## src/assess_pkg.sv

```systemverilog
// Constants and types shared by the channel assessment and link quality block
package assess_pkg;

    // ==========================================================
    // Register offsets (byte addresses)
    localparam logic [7:0] CFG_ADDR    = 8'h00; // Channel and assess config
    localparam logic [7:0] THRES_ADDR  = 8'h04; // Threshold config
    localparam logic [7:0] STATUS_ADDR = 8'h08; // Transceiver status
    localparam logic [7:0] SYNC_ADDR   = 8'h0c; // Rx sync config
    localparam logic [7:0] IRQ_ADDR    = 8'h10; // Interrupt status, write one to clear
    localparam logic [7:0] MASK_ADDR   = 8'h14; // Interrupt mask
    localparam logic [7:0] LQI_ADDR    = 8'h18; // Last link quality value

    // ==========================================================
    // Field positions
    localparam int MODE_LSB    = 5;  // Mode field bits 6:5
    localparam int REQ_BIT     = 7;  // Assess request bit
    localparam int DONE_BIT    = 7;  // Completion flag in status
    localparam int IDLE_BIT    = 6;  // Channel-idle flag in status
    localparam int PDT_DIS_BIT = 7;  // Preamble detect disable
    localparam int IRQ_DONE    = 0;  // Measurement done interrupt
    localparam int IRQ_RXEND   = 1;  // Frame received interrupt

    // ==========================================================
    // Reset values
    localparam logic [1:0] MODE_RST  = 2'h1;
    localparam logic [3:0] THRES_RST = 4'h7;
    localparam logic [7:0] LQI_RST   = 8'h00;

    // ==========================================================
    // Timing
    localparam int CLK_HZ        = 10_000_000;
    localparam int RESULT_US     = 140;  // Request to readable result
    localparam int RESULT_CYC    = (RESULT_US * (CLK_HZ / 1_000_000));
    localparam int AUTO_ED_US    = 128;  // Eight symbols of 16 us
    localparam int AUTO_ED_CYC   = (AUTO_ED_US * (CLK_HZ / 1_000_000));
    localparam int MIN_LQI_OCT   = 2;    // Shortest PSDU with a valid quality value

    // Receiver states as seen by this block
    typedef enum logic [1:0] {RX_OFF_S, RX_LISTEN_S, RX_BUSY_S} rx_state_type;
    typedef enum logic [1:0] {IDLE_ST, MEASURE_ST, WAIT_ED_ST} meas_state_type;

endpackage

```

## src/channel_assessment_lqi.sv

```systemverilog
// Channel assessment and link quality logic with register port
// Operation
// - Software picks one of four assessment modes
// - Request bit starts assessment in receive states
// - Listening assessment result readable after 140 us
// - Done interrupt at end of manual assessment
// - Energy busy above base plus twice threshold
// - Request clears completion and idle flags
// - Completion set at end; idle if quiet
// - Carrier sense detection marks channel busy
// - Request outside receive still completes and interrupts
// - Busy-receive energy modes wait for auto measurement
// - Carrier mode or post-measurement requests answer immediately
// - One automatic energy measurement per frame
// - Preamble disable keeps receiver listening
// - Quality from symbol correlations, two-octet minimum
// - Quality byte appended to each received frame
//
// The placing of the registers and strobed register access were left to the implementer.
`timescale 1ns/1ps
module channel_assessment_lqi #(
    parameter int RESULT_CYCLES = assess_pkg::RESULT_CYC,
    parameter int AUTO_ED_CYCLES = assess_pkg::AUTO_ED_CYC
) (
    input  wire logic       ref_clk,
    input  wire logic       rstn,
    input  wire logic [7:0] reg_addr,
    input  wire logic [7:0] reg_wdata,
    input  wire logic       reg_wr,
    input  wire logic       reg_rd,
    output logic      [7:0] reg_rdata,
    output logic            irq,
    input  wire logic       rx_enabled,
    input  wire logic       ext_mode,
    input  wire logic       shr_detected,
    input  wire logic       frame_end,
    input  wire logic [7:0] psdu_len,
    input  wire logic       corr_valid,
    input  wire logic [7:0] corr_value,
    input  wire logic       carrier_det,
    input  wire logic [6:0] rx_power,
    input  wire logic [6:0] base_level,
    output logic            rx_busy,
    output logic            fb_wr,
    output logic      [7:0] fb_wdata,
    output logic            measure_done_irq,
    output logic            frame_received_irq
);

    // ==========================================================
    // Registers
    logic [1:0]                  mode_r;
    logic [3:0]                  thres_r;
    logic                        pdt_dis_r;
    logic                        done_r;
    logic                        idle_r;
    logic [1:0]                  irq_stat_r;
    logic [1:0]                  irq_mask_r;
    logic [7:0]                  lqi_r;
    logic [15:0]                 cnt_r;
    logic [15:0]                 ed_cnt_r;
    logic                        ed_run_r;
    logic                        ed_done_r;
    logic                        energy_busy_r;
    logic                        carrier_seen_r;
    logic                        ed_busy_r;
    logic [15:0]                 lqi_sum_r;
    logic [7:0]                  lqi_n_r;
    assess_pkg::meas_state_type  meas_r;

    logic       req;
    logic       finish;
    logic       energy_now;
    logic [7:0] thres_lvl;
    logic       quiet;
    logic [1:0] mode_eff;

    // Energy compare against base level plus 2 dB per threshold step
    assign thres_lvl  = {1'b0, base_level} + {3'h0, thres_r, 1'b0};
    assign energy_now = ({1'b0, rx_power} > thres_lvl);
    assign req = reg_wr && (reg_addr == assess_pkg::CFG_ADDR)
                 && reg_wdata[assess_pkg::REQ_BIT];
    // Mode that applies to a request: the same write may change it
    assign mode_eff = req ? reg_wdata[assess_pkg::MODE_LSB +: 2] : mode_r;

    // Mode decode used for final verdict and busy-receive wait
    function automatic logic needs_energy(input logic [1:0] m);
        needs_energy = (m != 2'h2);
    endfunction

    function automatic logic verdict_idle(input logic [1:0] m, input logic e, input logic c);
        case (m)
            2'h1:    verdict_idle = !e;
            2'h2:    verdict_idle = !c;
            2'h3:    verdict_idle = !(e && c);
            default: verdict_idle = !(e || c);
        endcase
    endfunction

    // ==========================================================
    // Configuration registers
    always_ff @(posedge ref_clk or negedge rstn) begin
        if (!rstn) begin
            mode_r     <= assess_pkg::MODE_RST;
            thres_r    <= assess_pkg::THRES_RST;
            pdt_dis_r  <= 1'b0;
            irq_mask_r <= 2'h0;
        end else if (reg_wr) begin
            case (reg_addr)
                assess_pkg::CFG_ADDR:   mode_r <= reg_wdata[assess_pkg::MODE_LSB +: 2];
                assess_pkg::THRES_ADDR: thres_r <= reg_wdata[3:0];
                assess_pkg::SYNC_ADDR:  pdt_dis_r <= reg_wdata[assess_pkg::PDT_DIS_BIT];
                assess_pkg::MASK_ADDR:  irq_mask_r <= reg_wdata[1:0];
                default: ;
            endcase
        end
    end

    // ==========================================================
    // Receiver state: listening unless a header arrives, busy until frame end
    always_ff @(posedge ref_clk or negedge rstn) begin
        if (!rstn) begin
            rx_busy <= 1'b0;
        end else if (!rx_enabled || frame_end) begin
            rx_busy <= 1'b0;
        end else if (shr_detected && !pdt_dis_r) begin
            rx_busy <= 1'b1;
        end
    end

    // Automatic energy measurement, started once per frame on header
    always_ff @(posedge ref_clk or negedge rstn) begin
        if (!rstn) begin
            ed_run_r  <= 1'b0;
            ed_done_r <= 1'b0;
            ed_cnt_r  <= 16'h0000;
            ed_busy_r <= 1'b0;
        end else if (!rx_busy && shr_detected && !pdt_dis_r && rx_enabled) begin
            ed_run_r  <= 1'b1;
            ed_done_r <= 1'b0;
            ed_cnt_r  <= 16'h0000;
            ed_busy_r <= 1'b0;
        end else if (ed_run_r) begin
            ed_busy_r <= ed_busy_r | energy_now;
            if (ed_cnt_r == 16'(AUTO_ED_CYCLES - 1)) begin
                ed_run_r  <= 1'b0;
                ed_done_r <= 1'b1;
            end else begin
                ed_cnt_r <= ed_cnt_r + 16'h0001;
            end
        end else if (!rx_busy) begin
            ed_done_r <= 1'b0;
        end
    end

    // ==========================================================
    // Manual assessment sequencer
    always_ff @(posedge ref_clk or negedge rstn) begin
        if (!rstn) begin
            meas_r         <= assess_pkg::IDLE_ST;
            cnt_r          <= 16'h0000;
            energy_busy_r  <= 1'b0;
            carrier_seen_r <= 1'b0;
        end else if (req) begin
            cnt_r          <= 16'h0000;
            energy_busy_r  <= 1'b0;
            carrier_seen_r <= 1'b0;
            if (!rx_enabled || ext_mode)
                meas_r <= assess_pkg::IDLE_ST;
            else if (!rx_busy)
                meas_r <= assess_pkg::MEASURE_ST;
            else if (needs_energy(mode_eff) && !ed_done_r)
                meas_r <= assess_pkg::WAIT_ED_ST;
            else
                meas_r <= assess_pkg::IDLE_ST;
        end else begin
            case (meas_r)
                assess_pkg::MEASURE_ST: begin
                    energy_busy_r  <= energy_busy_r | energy_now;
                    carrier_seen_r <= carrier_seen_r | carrier_det;
                    if (cnt_r == 16'(RESULT_CYCLES - 1))
                        meas_r <= assess_pkg::IDLE_ST;
                    else
                        cnt_r <= cnt_r + 16'h0001;
                end
                assess_pkg::WAIT_ED_ST: begin
                    carrier_seen_r <= carrier_seen_r | carrier_det;
                    if (ed_done_r || !rx_busy)
                        meas_r <= assess_pkg::IDLE_ST;
                end
                default: meas_r <= assess_pkg::IDLE_ST;
            endcase
        end
    end

    // Completion strobe: timer end, energy wait end, or immediate answer
    always_comb begin
        finish = 1'b0;
        quiet  = 1'b0;
        if (req && (!rx_enabled || ext_mode)) begin
            finish = 1'b1;
            quiet  = 1'b0;
        end else if (req && rx_busy && !(needs_energy(mode_eff) && !ed_done_r)) begin
            finish = 1'b1;
            quiet  = verdict_idle(mode_eff, ed_busy_r, carrier_det);
        end else if (!req && meas_r == assess_pkg::MEASURE_ST
                     && cnt_r == 16'(RESULT_CYCLES - 1)) begin
            finish = 1'b1;
            quiet  = verdict_idle(mode_r, energy_busy_r | energy_now,
                                  carrier_seen_r | carrier_det);
        end else if (!req && meas_r == assess_pkg::WAIT_ED_ST && (ed_done_r || !rx_busy)) begin
            finish = 1'b1;
            quiet  = verdict_idle(mode_r, ed_busy_r, carrier_seen_r | carrier_det);
        end
    end

    // Status flags: request clears, end of cycle sets; set wins
    always_ff @(posedge ref_clk or negedge rstn) begin
        if (!rstn) begin
            done_r <= 1'b0;
            idle_r <= 1'b0;
        end else if (finish) begin
            done_r <= 1'b1;
            idle_r <= quiet;
        end else if (req) begin
            done_r <= 1'b0;
            idle_r <= 1'b0;
        end
    end

    // Done pulse, one clock per finished assessment
    always_ff @(posedge ref_clk or negedge rstn) begin
        if (!rstn) begin
            measure_done_irq <= 1'b0;
        end else begin
            measure_done_irq <= finish;
        end
    end

    // ==========================================================
    // Link quality: mean of correlation results, appended at frame end
    always_ff @(posedge ref_clk or negedge rstn) begin
        if (!rstn) begin
            lqi_sum_r <= 16'h0000;
            lqi_n_r   <= 8'h00;
            lqi_r     <= assess_pkg::LQI_RST;
            fb_wr     <= 1'b0;
            fb_wdata  <= 8'h00;
            frame_received_irq <= 1'b0;
        end else begin
            fb_wr <= 1'b0;
            frame_received_irq <= 1'b0;
            if (shr_detected && !rx_busy) begin
                lqi_sum_r <= 16'h0000;
                lqi_n_r   <= 8'h00;
            end else if (rx_busy && corr_valid && lqi_n_r != 8'hff) begin
                lqi_sum_r <= lqi_sum_r + {8'h00, corr_value};
                lqi_n_r   <= lqi_n_r + 8'h01;
            end
            if (rx_busy && frame_end) begin
                // Short frames report zero, the value is not meaningful
                if (psdu_len >= 8'(assess_pkg::MIN_LQI_OCT) && lqi_n_r != 8'h00) begin
                    lqi_r    <= 8'(lqi_sum_r / {8'h00, lqi_n_r});
                    fb_wdata <= 8'(lqi_sum_r / {8'h00, lqi_n_r});
                end else begin
                    lqi_r    <= 8'h00;
                    fb_wdata <= 8'h00;
                end
                fb_wr <= 1'b1;
                frame_received_irq <= 1'b1;
            end
        end
    end

    // ==========================================================
    // Interrupt status and output; set wins over clear
    always_ff @(posedge ref_clk or negedge rstn) begin
        if (!rstn) begin
            irq_stat_r <= 2'h0;
        end else begin
            for (int i = 0; i < 2; i++) begin
                if ((i == assess_pkg::IRQ_DONE && measure_done_irq)
                    || (i == assess_pkg::IRQ_RXEND && frame_received_irq))
                    irq_stat_r[i] <= 1'b1;
                else if (reg_wr && reg_addr == assess_pkg::IRQ_ADDR && reg_wdata[i])
                    irq_stat_r[i] <= 1'b0;
            end
        end
    end

    always_ff @(posedge ref_clk or negedge rstn) begin
        if (!rstn)
            irq <= 1'b0;
        else
            irq <= |(irq_stat_r & irq_mask_r);
    end

    // Read data, valid the cycle after the strobe; unmapped reads zero
    always_ff @(posedge ref_clk or negedge rstn) begin
        if (!rstn) begin
            reg_rdata <= 8'h00;
        end else if (reg_rd) begin
            case (reg_addr)
                assess_pkg::CFG_ADDR:    reg_rdata <= {1'b0, mode_r, 5'h00};
                assess_pkg::THRES_ADDR:  reg_rdata <= {4'h0, thres_r};
                assess_pkg::STATUS_ADDR: reg_rdata <= {done_r, idle_r, 5'h00, rx_busy};
                assess_pkg::SYNC_ADDR:   reg_rdata <= {pdt_dis_r, 7'h00};
                assess_pkg::IRQ_ADDR:    reg_rdata <= {6'h00, irq_stat_r};
                assess_pkg::MASK_ADDR:   reg_rdata <= {6'h00, irq_mask_r};
                assess_pkg::LQI_ADDR:    reg_rdata <= lqi_r;
                default:                 reg_rdata <= 8'h00;
            endcase
        end else begin
            reg_rdata <= 8'h00;
        end
    end
endmodule // channel_assessment_lqi

```

## config.mk

```make
export PLATFORM = sky130hd
export DESIGN_NAME = channel_assessment_lqi
export DESIGN_NICKNAME = d
export VERILOG_FILES = /design/src/assess_pkg.sv /design/src/channel_assessment_lqi.sv
export SDC_FILE = /design/constraint.sdc
export NUM_CORES = 1
export LEC_CHECK = 0
export BUFFER_PORTS_ARGS = -buffer_cell sky130_fd_sc_hd__buf_2
export CELL_PAD_IN_SITES_DETAIL_PLACEMENT = 0
export CELL_PAD_IN_SITES_GLOBAL_PLACEMENT = 1
export CORE_MARGIN = 4
export CORE_UTILIZATION = 52
export CTS_BUF_LIST = sky130_fd_sc_hd__clkbuf_2 sky130_fd_sc_hd__clkbuf_4 sky130_fd_sc_hd__clkbuf_8
export CTS_CLUSTER_DIAMETER = 30
export CTS_CLUSTER_SIZE = 24
export DETAILED_ROUTE_END_ITERATION = 8
export HOLD_SLACK_MARGIN = 0.06
export PLACE_DENSITY_LB_ADDON = 0.1
export SKIP_LAST_GASP = 1
export SLEW_MARGIN = 20
export SYNTH_ARGS = -nofsm -noshare
export SYNTH_HDL_FRONTEND = slang
export SYNTH_SLANG_ARGS = --single-unit
```

## constraint.sdc

```tcl
create_clock -name ref_clk -period 73.4 [get_ports ref_clk]
set_input_delay 3.67 -clock ref_clk [delete_from_list [all_inputs] [get_ports ref_clk]]
set_output_delay 3.67 -clock ref_clk [all_outputs]
set_load 0.05 [all_outputs]
```

After elaboration in Yosys (flattened, before gate mapping)
Cells that the tools add are included.
{"block": "op_classes", "addsub": 5, "n_div": 1, "magnitude_cmp": 2, "n_eq_ne": 24, "muxes": 55, "n_bitwise": 4, "n_reduce_logical": 66}
{"cell": "16-bit two-way mux", "n": 8}
{"cell": "8-bit case mux with 7 select lines", "n": 1}
{"cell": "16-bit by 1-bit adder with 16-bit output (second input constant)", "n": 2}
{"cell": "16-bit by 11-bit == test with 1-bit output (second input constant)", "n": 2}
{"cell": "8-bit two-way mux", "n": 4}
{"cell": "1-bit two-way mux", "n": 31}
{"cell": "8-bit by 5-bit == test with 1-bit output (second input constant)", "n": 3}
{"cell": "1-bit logical AND", "n": 24}
{"cell": "16-bit by 8-bit adder with 16-bit output", "n": 1}
{"cell": "16-bit by 8-bit divider with 16-bit output", "n": 1}
{"cell": "8-bit by 4-bit == test with 1-bit output (second input constant)", "n": 2}
{"cell": "1-bit zero test", "n": 16}
{"cell": "2-bit AND reduction", "n": 8}
{"cell": "2-bit nonzero test", "n": 8}
{"cell": "2-bit two-way mux", "n": 7}
{"cell": "2-bit == test (second input constant)", "n": 5}
{"cell": "1-bit case mux with 3 select lines", "n": 3}
{"cell": "7-bit by 5-bit adder with 8-bit output", "n": 1}
{"cell": "8-bit by 1-bit adder with 8-bit output (second input constant)", "n": 1}
{"cell": "8-bit by 3-bit == test with 1-bit output (second input constant)", "n": 1}
{"cell": "8-bit by 2-bit >= comparator with 1-bit output (second input constant)", "n": 1}
{"cell": "7-bit by 8-bit > comparator with 1-bit output", "n": 1}
{"cell": "8-bit zero test", "n": 1}
{"cell": "8-bit != test (second input constant)", "n": 1}
{"cell": "10 further kinds", "n": 24}
{"block": "totals", "regBits": 96, "input_bits": 56, "output_inout_bits": 21, "word_cells": 181}

Depth between registers and ports, before layout
{"block": "depth", "depth_word": 11, "depth_mapped": 154}

Worst setup path before layout
No wires, ideal clock.
{"block": "synth_path", "path_kind": "reg2reg", "startpoint": "reg lqi_n_r[6]", "endpoint": "reg lqi_r[0]", "arrival_ps": 29807, "path_slack_ps": 43460, "path_stages_with_launch": 144, "path_buffers": 9, "synth_period_minus_slack_ps": 29940, "cell_sequence": "dfrtp_1 -> buf_6 -> or4_4 -> buf_6 -> nor3_1 -> a21oi_1 -> a21oi_1 -> ha_1 -> or4b_2 -> o311ai_0 -> a22oi_1 -> ha_1 -> a21oi_1 -> nand3_1 -> and3_1 -> or2_2 -> ha_1 -> o211ai_1 -> (+108 left out) -> a21o_1 -> nand2_1 -> nand2b_1 -> or2_1 -> nor4b_4 -> mux2_4 -> ha_1 -> nor2b_1 -> o21ai_0 -> nand2b_1 -> a21oi_1 -> nor2b_1 -> o21ai_0 -> nand2b_1 -> a21oi_1 -> a21oi_1 -> a21oi_1 -> o21ai_0"}
{"block": "synth_via", "elab_chain_len": 3, "word_cells_on_any_way": 4, "classes_between": "div (1); mux (1); reduce/logical (2)"}
{"element": "from (decl)", "line": "channel_assessment_lqi.sv:68", "text": "logic [7:0] lqi_n_r;"}
{"element": "from (signal assigned)", "line": "channel_assessment_lqi.sv:258", "text": "lqi_n_r <= lqi_n_r + 8'h01;"}
{"element": "parallel branches: the longest is 2 deep, another holds 16-bit by 8-bit divider with 16-bit output"}
{"element": "8-bit two-way mux *", "line": "channel_assessment_lqi.sv:262", "text": "if (psdu_len >= 8'(assess_pkg::MIN_LQI_OCT) && lqi_n_r != 8'h00) begin"}
{"element": "to (signal assigned)", "line": "channel_assessment_lqi.sv:246", "text": "lqi_r <= assess_pkg::LQI_RST;"}
{"element": "to (signal assigned)", "line": "channel_assessment_lqi.sv:263", "text": "lqi_r <= 8'(lqi_sum_r / {8'h00, lqi_n_r});"}
{"element": "to (decl)", "line": "channel_assessment_lqi.sv:59", "text": "logic [7:0] lqi_r;"}
Mark *: on every way between the ends.
A chain may end at the register's enable or synchronous reset.

Worst setup path in the final report
{"block": "layout_path", "startpoint": "reg lqi_n_r[7]", "endpoint": "reg lqi_r[0]"}
The elaborated chain is that of the path after synthesis.

==> metrics.md <==
| Metric | Value |
|---|---|
| Final setup fails | `0` |
| Die area | `approximately 22,000 um^2` |
| Clk root buf | `clkbuf_8` |
| Critical Path Fanout Max | `16` |
| HP Class | `flop to flop` |
| Hold_buf cts | `0` |
| Via Count | `just over 9,000` |
| Pin count of the biggest net entering global routing | `52` |
| Total Wirelength | `roughly 26 mm` |
| Critical Path RT | `73,620 ps` |
| Seq cells post-synth | `96` |
| Max capacitance violation total | `0` |
| Cells after Synth | `about 1,300` |
| Initial DRC count | `around 450` |
| CP endpoint kind | `flop` |
| Final Hold Viols | `0` |
| Post-route minimum period | `33,920 ps` |
| Initial antenna violation count | `0` |
| Slew HR | `around a third` |
| Routability congestion estimate from global placement | `between 0.8 and 0.9` |
| First-pass GRT wire length | `roughly 43 mm` |
| Starting Density | `between 50% and 60%` |
| Number of port buffers | `74` |
| RSZ-0062 raised after global routing | `false` |
| Syn_area_per_cell | `roughly 8.3 um^2` |
| Max stage delay cell, worst path | `nor4b_4` |
| CTS resizes | `0` |
| Seq/Total Area, Yosys | `about 23%` |
| CP max stage delay | `roughly 700 ps` |
| DRT Pass-1 Iters | `5` |
| Post-DP HPWL | `~20 mm` |
| Final setup TNS | `0 ps` |
| Synth unique cells | `94` |
| Via/cell ratio | `between 5 and 6` |
| Fmax | `between 20 and 30 MHz` |
| H-tree depth | `3` |
| Die Span X | `about 150 um` |
| All-Layer GR Usage | `~23%` |
| FP Rows | `51` |
| Global route total overflow | `0` |
| Area leader, netlist | `dfrtp_1` |
| Most frequent CP cell | `o21a_1` |
| CP Launch Type | `flop` |
| Skew-Pair Late Insertion Delay | `~370 ps` |
| Tcrit/Tclk final | `a little under half` |
| Ranking of synthesized cells by area | `dfrtp_1, ha_1, nor2_1, a21oi_1, nand2_1` |
| Clock transition at path regs | `100 ps` |
| Sinks on Clock Net | `96` |
| CTS buffer count | `9` |
| Syn-to-layout area delta | `7.74%` |
| Synth warn | `0` |
| Core area | `around 20,000 um^2` |
| Worst hold path stage count | `1` |
| Setup Buffers After CTS | `0` |
| CTS tree | `done` |
| Post-synth top flop | `dfrtp_1` |
| Fin nets | `between 1,000 and 1,500` |
| Drt wl/cell | `about 16 um` |
| Die Height | `150 um` |
| Worst EP arrival | `34,140 ps` |
| Layout cells sized above 1 | `a little over an eighth` |
| Top-level port count | `between 70 and 80` |
| Commonest non-fill, non-tap cells in the layout | `ha_1, nor2_1, nand2_1` |
| Final ANT Viol Nets | `0` |
| # diodes | `0` |
| Most common cell after layout, fill and taps aside | `ha_1` |
| Worst Path Class, Setup | `flop to flop` |
| Synth top area share | `approximately 22%` |
| Syn Std Cell Area | `~10,000 um^2` |
| # DRC | `0` |
| Ys async rst share | `100%` |
| EDFF count, synth | `0` |
| Vias in the first global route | `8,689` |
| Max Slew Vio Count | `0` |
| Clock skew | `between 10 and 15 ps` |
| Max Root-Sink Buffers | `2` |
| Worst Reg-to-Reg Cells | `140` |
| Worst-margin pin slew | `approximately 1000 ps` |
| Status | `finished clean` |
| Syn nets | `approximately 1,400` |
[per-stage QoR]
step | instances | utilization [%] | hold WS (ps) | cell area (um^2) | setup slack [ps]
2_1_floorplan | 1259 | - | 445 | 10400 | 43460
3_3_place_gp | 1567 | 56.4 | 456 | 11000 | 40070
3_5_place_dp | 1567 | 56.4 | 464 | 11000 | 39960
4_1_cts | 1583 | 57.5 | 495 | 11300 | 39780
5_1_grt | 1583 | 57.5 | 506 | 11300 | 36840
6_report | 1583 | 57.5 | 498 | 11300 | 39480
[synthesized netlist by cell type (all sizes together), types with 6 or more instances]
cell,instances
nor2b,16
a21o,25
o211ai,8
o21a,47
and3,19
xnor2,41
or2,7
nor3b,8
a22oi,6
a211oi,13
nor4,13
nand3,40
inv,50
o21ai,69
o31ai,23
xor2,38
dfrtp,92
buf,6
nor3,60
a31oi,9
nand2,98
ha,126
a21oi,77
clkbuf,34
nand4,20
or3,18
mux2i,14
nor2,122
nand2b,17
and2,12
o21bai,6
mux2,40
[critical path: cells and delay by family (launching register included)]
family,cells,cell delay [ps]
muxes,4,1350
buffers and inverters,5,790
and+or+nand+nor,35,9180
adders and majority gates,15,4730
DFF,1,560
AOI/OAI and AO/OA,81,17100
[layout make-up]
type | instances | area [um^2]
Clock inverter | 7 | 86.3
Multi-Input combinational cell | 1073 | 7680
Sequential cell | 96 | 2410
Fill cell | 1887 | 8330
Timing Repair Buffer | 83 | 440
Inverter | 50 | 188
Tap cell | 265 | 332
Clock buffer | 9 | 124
[cells by family after synthesis]
family | share of synthesized area, %
simple gates | 22.9
compound gates | 22.5
fa+ha+maj | 15.5
flops | 23.0
buf+inv | 3.51
xor+xnor | 6.62
mux | 5.98
[worst paths after layout]
| check | startpoint | end | slack, ps |
|---|---|---|---|
| max in group asynchronous | rstn | thres_r[1] | 69070 |
| worst min-delay path | done_r | done_r | 500 |
| worst max register to register | lqi_n_r[7] | lqi_r[0] | 39480 |
| min in group asynchronous | rstn | ed_cnt_r[8] | 3290 |
| worst max-delay path | lqi_n_r[7] | lqi_r[0] | 39480 |
| worst min register to register | done_r | done_r | 500 |
[per-layer routing]
| layer | global-route usage (%) | vias to the layer above | wire [um] |
|---|---|---|---|
| met5 | 0 | - | 0 |
| met4 | 5.08 | 0 | 359 |
| met3 | 2.36 | 25 | 921 |
| met2 | 38.9 | 145 | 12100 |
| met1 | 32.3 | 4399 | 12400 |
| li1 | - | 4777 | - |
[state kept, by name, summed over array words and instances, names as in the netlist]
signal / flops
thres_r: 4
meas_r: 2
ed_cnt_r: 16
measure_done_irq: 1
frame_received_irq: 1
irq: 1
ed_busy_r: 1
ed_run_r: 1
lqi_sum_r: 16
irq_mask_r: 2
reg_rdata: 8
ed_done_r: 1
lqi_r: 8
idle_r: 1
pdt_dis_r: 1
carrier_seen_r: 1
rx_busy: 1
lqi_n_r: 8
cnt_r: 16
energy_busy_r: 1
mode_r: 2
done_r: 1
irq_stat_r: 2
Power is left out: the tool's default activity adds up to more than one toggle a clock period on the data nets, which glitch-free logic cannot reach.
